## src/hvat_defs.vh

```
`ifndef HVAT_DEFS_VH
`define HVAT_DEFS_VH

// ==========================================================
// Register map (word offsets on the plain register port)
`define HVAT_REG_CTRL6      4'h0
`define HVAT_REG_STATUS     4'h1
`define HVAT_REG_VTIMER     4'h2
`define HVAT_REG_BLOCK_TMR  4'h3
`define HVAT_REG_LEVEL      4'h4
`define HVAT_REG_INT_CODE   4'h5

// ==========================================================
// Control register 6 assist enable bits (bit 0 is the msb, 32-bit word)
`define HVAT_CR6_BIT0_POS   31
`define HVAT_CR6_BIT6_POS   25
`define HVAT_CR6_BIT7_POS   24
`define HVAT_CR6_RESET      32'h0000_0000

// ==========================================================
// Instruction decode
`define HVAT_INSTR_BYTES    3'h6
`define HVAT_ASSIST_OPCODE  8'hE6
`define HVAT_XOP_FREE_STOR  8'h00
`define HVAT_XOP_VIO_BLOCKS 8'h01
`define HVAT_XOP_INV_SEG    8'h02
`define HVAT_XOP_INV_PAGE   8'h03
`define HVAT_XOP_STORE_LVL  8'h04
`define HVAT_XOP_SVC_LINK   8'h05
`define HVAT_XOP_SVC_RETURN 8'h06

// Outcome codes of an assist instruction
`define HVAT_OUT_EXECUTE    2'h0
`define HVAT_OUT_NOP        2'h1
`define HVAT_OUT_OPEXC      2'h2
`define HVAT_OUT_PRIV       2'h3

// ==========================================================
// Timer
`define HVAT_VTIMER_ADDR    12'h050
`define HVAT_VTIMER_STEP    32'h0000_0100
`define HVAT_EXT_CODE_VIRT  16'h0082
`define HVAT_EXT_CODE_REAL  16'h0080
`define HVAT_WAIT_DIV       8'h04

`endif

```

## src/hvat_decode.v

```verilog
`timescale 1ns/1ps
`include "hvat_defs.vh"

// Assist instruction decoder: classifies a six-byte instruction
module hvat_decode (
	input  wire [47:0] instr,
	input  wire        instr_len_ok,
	input  wire        feature_installed,
	input  wire        host_assist_en,
	input  wire        supervisor_state,
	output reg         is_assist,
	output reg  [2:0]  func_sel,
	output reg  [1:0]  outcome
);
	// ==========================================================
	// Opcode and extended opcode lookup
	always @* begin
		is_assist = instr_len_ok && (instr[47:40] == `HVAT_ASSIST_OPCODE);
		case (instr[39:32])
			`HVAT_XOP_FREE_STOR:  func_sel = 3'h0;
			`HVAT_XOP_VIO_BLOCKS: func_sel = 3'h1;
			`HVAT_XOP_INV_SEG:    func_sel = 3'h2;
			`HVAT_XOP_INV_PAGE:   func_sel = 3'h3;
			`HVAT_XOP_STORE_LVL:  func_sel = 3'h4;
			`HVAT_XOP_SVC_LINK:   func_sel = 3'h5;
			`HVAT_XOP_SVC_RETURN: func_sel = 3'h6;
			default:              func_sel = 3'h7;
		endcase
		// Feature missing traps first, then state, then enable
		if (!feature_installed)
			outcome = `HVAT_OUT_OPEXC;
		else if (!supervisor_state)
			outcome = `HVAT_OUT_PRIV;
		else if (host_assist_en)
			outcome = `HVAT_OUT_EXECUTE;
		else
			outcome = `HVAT_OUT_NOP;
	end
endmodule // hvat_decode

```

## src/hvat_top.v

```verilog
// The address-and-strobe port and the placing of the registers were left to the implementer.
`timescale 1ns/1ps
`include "hvat_defs.vh"

module hvat_top #(
	parameter [31:0] LEVEL_ID          = 32'h0000_0001, // Arbitrary level value
	parameter        FEATURE_INSTALLED = 1
) (
	input  wire        clk_sys,
	input  wire        rst_n,
	input  wire [3:0]  reg_addr,
	input  wire [31:0] reg_wdata,
	input  wire        reg_wr,
	input  wire        reg_rd,
	output reg  [31:0] reg_rdata,
	input  wire        instr_valid,
	input  wire [47:0] instr,
	input  wire [2:0]  instr_len,
	input  wire        supervisor_state,
	input  wire        problem_state,
	input  wire        wait_state,
	input  wire        xa_mode,
	input  wire        real_tick,
	input  wire        guest_ec_format,
	input  wire        guest_timer_int_en,
	input  wire        guest_page0_resident,
	input  wire        guest_ext_psw_valid,
	input  wire        guest_state_change_ok,
	input  wire        host_timer_int_en,
	input  wire        int_ack,
	output reg         exec_valid,
	output reg  [2:0]  exec_func,
	output reg         nop_done,
	output reg         op_exception,
	output reg         priv_exception,
	output reg         store_valid,
	output reg  [11:0] store_addr,
	output reg  [31:0] store_data,
	output reg         guest_int_req,
	output reg         host_int_req,
	output reg  [15:0] int_code
);
	// ==========================================================
	// Control register 6 and enables
	reg  [31:0] cr6;
	reg  [31:0] block_timer;
	reg         pending;
	reg         page0_q;
	reg  [7:0]  wait_div;
	wire        en_host_assist;
	wire        en_timer;
	wire        is_assist;
	wire [2:0]  func_sel;
	wire [1:0]  outcome;
	wire [31:0] vtimer;
	wire        crossed;
	wire        tick_dec;
	wire        wait_dec;
	wire        dec_en;
	wire        load_en;
	wire        guest_ok;
	wire        is_store_lvl;
	wire        len_ok;
	wire        feat_installed;
	wire        wr_ctrl6;
	wire        wr_block_tmr;
	wire [7:0]  next_wait_div;
	wire [31:0] status_word;

	// Function code handed to the routine engine, and the unknown code that is refused
	localparam [2:0] FUNC_STORE_LVL = 3'h4;
	localparam [2:0] FUNC_UNKNOWN   = 3'h7;

	// ==========================================================
	// Register write decode, shared by both writable words
	function hvat_wr_hit;
		input       wr;
		input [3:0] addr;
		input [3:0] target;
		begin
			hvat_wr_hit = wr && (addr == target);
		end
	endfunction

	// Write strobes of the two writable words
	assign wr_ctrl6     = hvat_wr_hit(reg_wr, reg_addr, `HVAT_REG_CTRL6);
	assign wr_block_tmr = hvat_wr_hit(reg_wr, reg_addr, `HVAT_REG_BLOCK_TMR);

	assign en_host_assist = xa_mode && cr6[`HVAT_CR6_BIT6_POS];
	// Timer needs bits 0 and 7
	assign en_timer = xa_mode && cr6[`HVAT_CR6_BIT0_POS] && cr6[`HVAT_CR6_BIT7_POS];

	// ==========================================================
	// Instruction classification
	// Length qualifier and build-time presence of the feature
	assign len_ok         = (instr_len == `HVAT_INSTR_BYTES);
	assign feat_installed = (FEATURE_INSTALLED != 0);

	hvat_decode u_decode (
		.instr             (instr),
		.instr_len_ok      (len_ok),
		.feature_installed (feat_installed),
		.host_assist_en    (en_host_assist),
		.supervisor_state  (supervisor_state),
		.is_assist         (is_assist),
		.func_sel          (func_sel),
		.outcome           (outcome)
	);

	assign is_store_lvl = (func_sel == FUNC_STORE_LVL);

	// Outcome pulses, one cycle after the instruction
	always @(posedge clk_sys or negedge rst_n) begin
		if (!rst_n) begin
			exec_valid     <= 1'b0;
			exec_func      <= 3'h0;
			nop_done       <= 1'b0;
			op_exception   <= 1'b0;
			priv_exception <= 1'b0;
			store_valid    <= 1'b0;
			store_addr     <= 12'h000;
			store_data     <= 32'h0000_0000;
		end else begin
			exec_valid     <= 1'b0;
			nop_done       <= 1'b0;
			op_exception   <= 1'b0;
			priv_exception <= 1'b0;
			store_valid    <= 1'b0;
			if (instr_valid && is_assist) begin
				case (outcome)
					`HVAT_OUT_EXECUTE: begin
						if (func_sel == FUNC_UNKNOWN) begin
							op_exception <= 1'b1;
						end else begin
							exec_valid <= 1'b1;
							exec_func  <= func_sel;
						end
						if (is_store_lvl) begin
							store_valid <= 1'b1;
							store_addr  <= instr[27:16];
							store_data  <= LEVEL_ID;
						end
					end
					`HVAT_OUT_NOP:
						nop_done <= 1'b1;
					`HVAT_OUT_OPEXC:
						op_exception <= 1'b1;
					`HVAT_OUT_PRIV:
						priv_exception <= 1'b1;
					default:
						nop_done <= 1'b0;
				endcase
			end
		end
	end

	// ==========================================================
	// Virtual timer maintenance
	// Problem state real tick
	assign tick_dec = en_timer && problem_state && !wait_state && real_tick;
	assign wait_dec = en_timer && wait_state && real_tick && (wait_div == 8'h00);
	assign dec_en   = tick_dec || wait_dec;
	assign load_en  = guest_page0_resident && !page0_q;

	// Wait-rate divider wraps after the divide count
	assign next_wait_div = (wait_div == `HVAT_WAIT_DIV - 8'h01) ? 8'h00 : wait_div + 8'h01;

	// Divider only moves on wait-state ticks
	always @(posedge clk_sys or negedge rst_n) begin
		if (!rst_n)
			wait_div <= 8'h00;
		else if (wait_state && real_tick)
			wait_div <= next_wait_div;
	end

	hvat_vtimer u_vtimer (
		.clk_sys  (clk_sys),
		.rst_n    (rst_n),
		.dec_en   (dec_en),
		.load_en  (load_en),
		.load_val (block_timer),
		.timer    (vtimer),
		.crossed  (crossed)
	);

	// Control block copy tracks while page resident
	always @(posedge clk_sys or negedge rst_n) begin
		if (!rst_n) begin
			page0_q     <= 1'b0;
			block_timer <= 32'h0000_0000;
		end else begin
			page0_q <= guest_page0_resident;
			if (wr_block_tmr)
				block_timer <= reg_wdata;
			else if (guest_page0_resident)
				block_timer <= vtimer;
			// Absent page: the kept word counts down in its place
			else if (dec_en)
				block_timer <= block_timer - `HVAT_VTIMER_STEP;
		end
	end

	// ==========================================================
	// Interruption presentation
	// Four guest conditions
	assign guest_ok = guest_timer_int_en && guest_page0_resident &&
		guest_ext_psw_valid && guest_state_change_ok;

	always @(posedge clk_sys or negedge rst_n) begin
		if (!rst_n) begin
			pending       <= 1'b0;
			guest_int_req <= 1'b0;
			host_int_req  <= 1'b0;
			int_code      <= 16'h0000;
		end else begin
			guest_int_req <= 1'b0;
			host_int_req  <= 1'b0;
			// Crossing sets pending; set wins over clear
			if (crossed) begin
				pending <= 1'b1;
			end else if (pending && int_ack) begin
				pending <= 1'b0;
			end
			// Guest first, host as fallback, until acknowledged
			if (pending && !int_ack) begin
				if (guest_ok) begin
					guest_int_req <= 1'b1;
					int_code      <= `HVAT_EXT_CODE_REAL;
				end else if (host_timer_int_en) begin
					host_int_req <= 1'b1;
					int_code     <= `HVAT_EXT_CODE_VIRT;
				end
			end
		end
	end

	// ==========================================================
	// Register port
	always @(posedge clk_sys or negedge rst_n) begin
		if (!rst_n) begin
			cr6 <= `HVAT_CR6_RESET;
		end else if (wr_ctrl6) begin
			cr6 <= reg_wdata;
		end
	end

	// Status word: format, pending, timer, host assist, mode
	assign status_word = {27'h000_0000, guest_ec_format, pending, en_timer,
		en_host_assist, xa_mode};

	// Read data one cycle after the strobe
	always @(posedge clk_sys or negedge rst_n) begin
		if (!rst_n) begin
			reg_rdata <= 32'h0000_0000;
		end else if (reg_rd) begin
			case (reg_addr)
				`HVAT_REG_CTRL6:     reg_rdata <= cr6;
				`HVAT_REG_STATUS:    reg_rdata <= status_word;
				`HVAT_REG_VTIMER:    reg_rdata <= vtimer;
				`HVAT_REG_BLOCK_TMR: reg_rdata <= block_timer;
				`HVAT_REG_LEVEL:     reg_rdata <= LEVEL_ID;
				`HVAT_REG_INT_CODE:  reg_rdata <= {16'h0000, int_code};
				default:             reg_rdata <= 32'h0000_0000;
			endcase
		end else begin
			reg_rdata <= 32'h0000_0000;
		end
	end
endmodule // hvat_top

```

## src/hvat_vtimer.v

```verilog
`timescale 1ns/1ps
`include "hvat_defs.vh"

// Virtual interval timer word with placement tracking
module hvat_vtimer (
	input  wire        clk_sys,
	input  wire        rst_n,
	input  wire        dec_en,
	input  wire        load_en,
	input  wire [31:0] load_val,
	output reg  [31:0] timer,
	output reg         crossed
);
	wire [31:0] next_timer;

	assign next_timer = timer - `HVAT_VTIMER_STEP;

	// ==========================================================
	// Decrement at bit 23 weight, flag positive-to-negative step
	always @(posedge clk_sys or negedge rst_n) begin
		if (!rst_n) begin
			timer   <= 32'h0000_0000;
			crossed <= 1'b0;
		end else if (load_en) begin
			timer   <= load_val;
			crossed <= 1'b0;
		end else if (dec_en) begin
			timer   <= next_timer;
			crossed <= !timer[31] && next_timer[31];
		end else begin
			crossed <= 1'b0;
		end
	end
endmodule // hvat_vtimer
```

## config.mk

```make
export PLATFORM = sky130hd
export DESIGN_NAME = hvat_top
export DESIGN_NICKNAME = d
export VERILOG_FILES = /design/src/hvat_decode.v /design/src/hvat_top.v /design/src/hvat_vtimer.v
export VERILOG_INCLUDE_DIRS = /design/src
export SDC_FILE = /design/constraint.sdc
export NUM_CORES = 1
export LEC_CHECK = 0
export BUFFER_PORTS_ARGS = -buffer_cell sky130_fd_sc_hd__buf_4
export CAP_MARGIN = 0
export CORE_AREA = 2 2 263 135
export DETAILED_ROUTE_END_ITERATION = 10
export DIE_AREA = 0 0 265 137
export SLEW_MARGIN = 30
export SYNTH_ARGS = -nofsm -noshare
export SYNTH_HDL_FRONTEND = slang
export SYNTH_SLANG_ARGS = --single-unit
export TNS_END_PERCENT = 1
```

## constraint.sdc

```tcl
create_clock -name clk_sys -period 2.2 [get_ports clk_sys]
set_input_delay 0 -clock clk_sys [delete_from_list [all_inputs] [get_ports clk_sys]]
set_output_delay 0 -clock clk_sys [all_outputs]
set_load 0.1 [all_outputs]
```

==> impl_metrics.py <==
metrics = {
    "synth": {
        "synth_cell_types": 58,
        "ys_warn_count": 0,
        "synth-seq-cells": 164,
        "yosys.area.top_type": "dfrtp_1",
        "syn_area_mm2": 0.008408,
        "synthTopCellsByArea": "dfrtp_1 (49%), mux2_2 (6.2%), nor2_1 (4.3%)",
        "ys.flop_type": "dfrtp_1",
        "synthCells": 869,
        "avgSynthCellArea_um2": 9.676,
        "synth-async-reset-ratio": 1.000,
        "synth-edff-count": 0,
        "synth_top_area_frac": 0.4881,
        "synth-seq-area-share": 0.4881,
    },
    "setup_path": {
        "crit_start": "wait_div[3]",
        "crit_path_start_kind": "flop",
        "r2r_end": "block_timer[23]",
        "crit_fanout": 3,
        "crit_type": "reg2reg",
        "end_kind": "flop",
        "r2r-start": "wait_div[3]",
        "arrival_ps": 2840,
        "cp.required_ps": 2580,
        "reg2reg_slack_ps": -260,
        "rr_worst_depth": 8,
    },
    "run_status": {
        "violations": "negative setup slack",
        "status": "finished with violations",
    },
    "sta": {
        "rsz0062_at_grt": "yes",
        "hold_viol": 0,
        "max_slew_margin": 0.5737,
        "setup_ws_ps": -255.6,
        "drv_slew": 0,
        "finalCritPeriodShare": 1.116,
        "worstMarginPinSlew_ps": 637.1,
        "period_needed_ps": 2456,
        "max_freq_ghz": 0.4072,
        "finalSetupTns_ps": -4801,
        "setup_violations": 43,
        "fin_worst_skew_ps": 16.09,
    },
    "clocking": {
        "clk-insertion-delay-late_ps": 460,
        "cts_tree": "built",
        "htreeDepth": 4,
        "cts_root_buffer": "clkbuf_16",
        "cts_buffers": 17,
        "cts_sinks": 164,
        "ctsLongestPathBuffers": 2,
        "clk_pin_slew_worst_paths_ps": 80,
    },
    "pwr": {
        "p_per_area_mw_per_mm2": 792.4,
        "p_int_w": 0.006083,
        "switchingPower_w": 0.003372,
        "leakage_nw": 5.521,
        "power.share.switching": 0.3566,
        "pwr-share-seq": 0.404,
        "vdd_drop_max_mv": 0.5566,
        "power_frac_comb": 0.276,
        "power.total_w": 0.009454,
        "p_clk_frac": 0.319,
    },
    "global_routing": {
        "grtUsageTotal": 0.1589,
        "grt_overflow_total": 0,
        "grt_pass1_wl_mm": 43.59,
        "grt_busiest_layer": "met1",
        "grtUsageMet3": 0.04876,
        "grt_max_degree": 53,
        "grt_pass1_vias": 7438,
        "grtUsageMet1": 0.2299,
        "antenna_found_initial": 0,
        "met2_usage": 0.2288,
    },
    "finish": {
        "layout-drive-gt1-share": 0.3040,
        "layout_commonest_cell": "buf_4",
        "final_nets": 1254,
        "antenna_cells": 0,
        "layout_common_cells": "buf_4 (227), dfrtp_1 (164), nand2_1 (93)",
        "syn2layout_area_growth_pct": 41.90,
        "nFillCells": 3438,
    },
    "place": {
        "hpwl_mm": 20.18,
        "place_congestion": 0.9353,
        "portBuffers": 140,
    },
    "run": {
        "cap_violations": 0,
    },
    "drt": {
        "ant_nets": 0,
        "wirelength_mm": 28.32,
        "drc_errors": 0,
        "vias": 7511,
        "first_iter_violations": 619,
        "drt_first_pass_iters": 7,
        "wl_per_cell_um": 17.61,
        "viasPerCell": 4.671,
    },
    "worst_hold_path": {
        "hold_class": "in2async",
    },
    "floorplan": {
        "fp.dieArea_mm2": 0.03631,
        "die_x_um": 265,
        "num_io_pins": 206,
        "fp.coreArea_mm2": 0.03399,
        "num_rows": 48,
        "start_util": 0.2473,
        "die-height_um": 137,
    },
}
[state kept, by name, indices dropped and copies added (netlist names), 2 cells and up]
name / cells
cr6: 32
block_timer: 32
int_code: 2
exec_func: 3
store_addr: 12
wait_div: 8
u_vtimer.timer: 32
reg_rdata: 32
[synthesized netlist by cell type (13+ instances only)]
cell,number
mux2_2,46
nand2_1,95
clkbuf_1,39
mux2i_1,36
dfrtp_1,164
o21ai_0,46
a21oi_1,67
buf_4,45
nand3_1,13
nor2_1,97
nor3_1,27
xnor2_1,30
[what timing repair did]
item                       4_1_cts  5_1_grt
hold buffers                    72        0
gates resized for setup         36       17
setup endpoints to repair       37       51
setup buffers                    2        0
pin swaps                       14        3
hold endpoints to repair       262        0
[layout make-up]
cell class	count	area, um2	area share
multi-input cells	643	4094	0.3431
flip-flops and latches	164	4104	0.3440
repair buffers	308	2552	0.2139
inverters	11	41.29	0.003461
clock inverters	15	151.4	0.01269
well taps	450	563.0	0.04719
clock buffers	17	425.4	0.03565
[worst max path at each step]
stage | to | slack (ps) | cells past startpoint
after global routing | block_timer[23] | -300 | 8
after detailed placement | u_vtimer.timer[27] | -270 | 7
final | block_timer[23] | -260 | 8
after CTS | block_timer[23] | -250 | 8
after global placement | u_vtimer.timer[27] | -210 | 7
after floorplan | u_vtimer.timer[15] | -190 | 7
[per-layer routing]
layer,wire length [um],vias up
met1,13790,3708
met5,0,-
met3,2251,19
met4,324,0
met2,11950,295
li1,-,3489
[metrics by stage]
| stage | utilization | cells | worst slack [ps] | area (um2) | hold WS [ps] |
|---|---|---|---|---|---|
| floorplan | - | 913 | -192.0 | 8587 | -295.6 |
| global placement | 0.3064 | 1502 | -205.2 | 10420 | -41.07 |
| detailed placement | 0.3064 | 1502 | -270.7 | 10420 | -28.41 |
| CTS | 0.3489 | 1608 | -245.6 | 11860 | 21.30 |
| global route | 0.3510 | 1608 | -298.1 | 11930 | 92.23 |
| finish | 0.3510 | 1608 | -255.6 | 11930 | 55.88 |
[critical path, cell delays in order (launching register included)]
cell	delay [ps]
dfrtp_1	380
or4_4	550
buf_4	150
o41ai_2	300
buf_4	180
nand3_2	110
or4_1	430
xor2_1	150
a21oi_1	140
[power groups by stage]
stage                     Combinational, W  Sequential (W)  Clock, W
after floorplan                    0.00146         0.00388         0
after global placement             0.00236         0.00383         0
after detailed placement           0.00242         0.00386         0
after CTS                          0.00258         0.00381   0.00308
after global routing               0.00284         0.00387   0.00324
final                              0.00261         0.00382   0.00302
[logic make-up after synthesis]
family	after synthesis	synth area share
AO/OA/AOI/OAI	157	0.1077
XOR/XNOR	38	0.03958
adder cells (fa/ha/maj)	5	0.007440
buffers and inverters	106	0.06786
flip-flops	164	0.4881
multiplexers	83	0.1071
other	1	0.0004460
AND/OR/NAND/NOR	315	0.1817
Note: power is estimated with default switching activity, not from simulation.
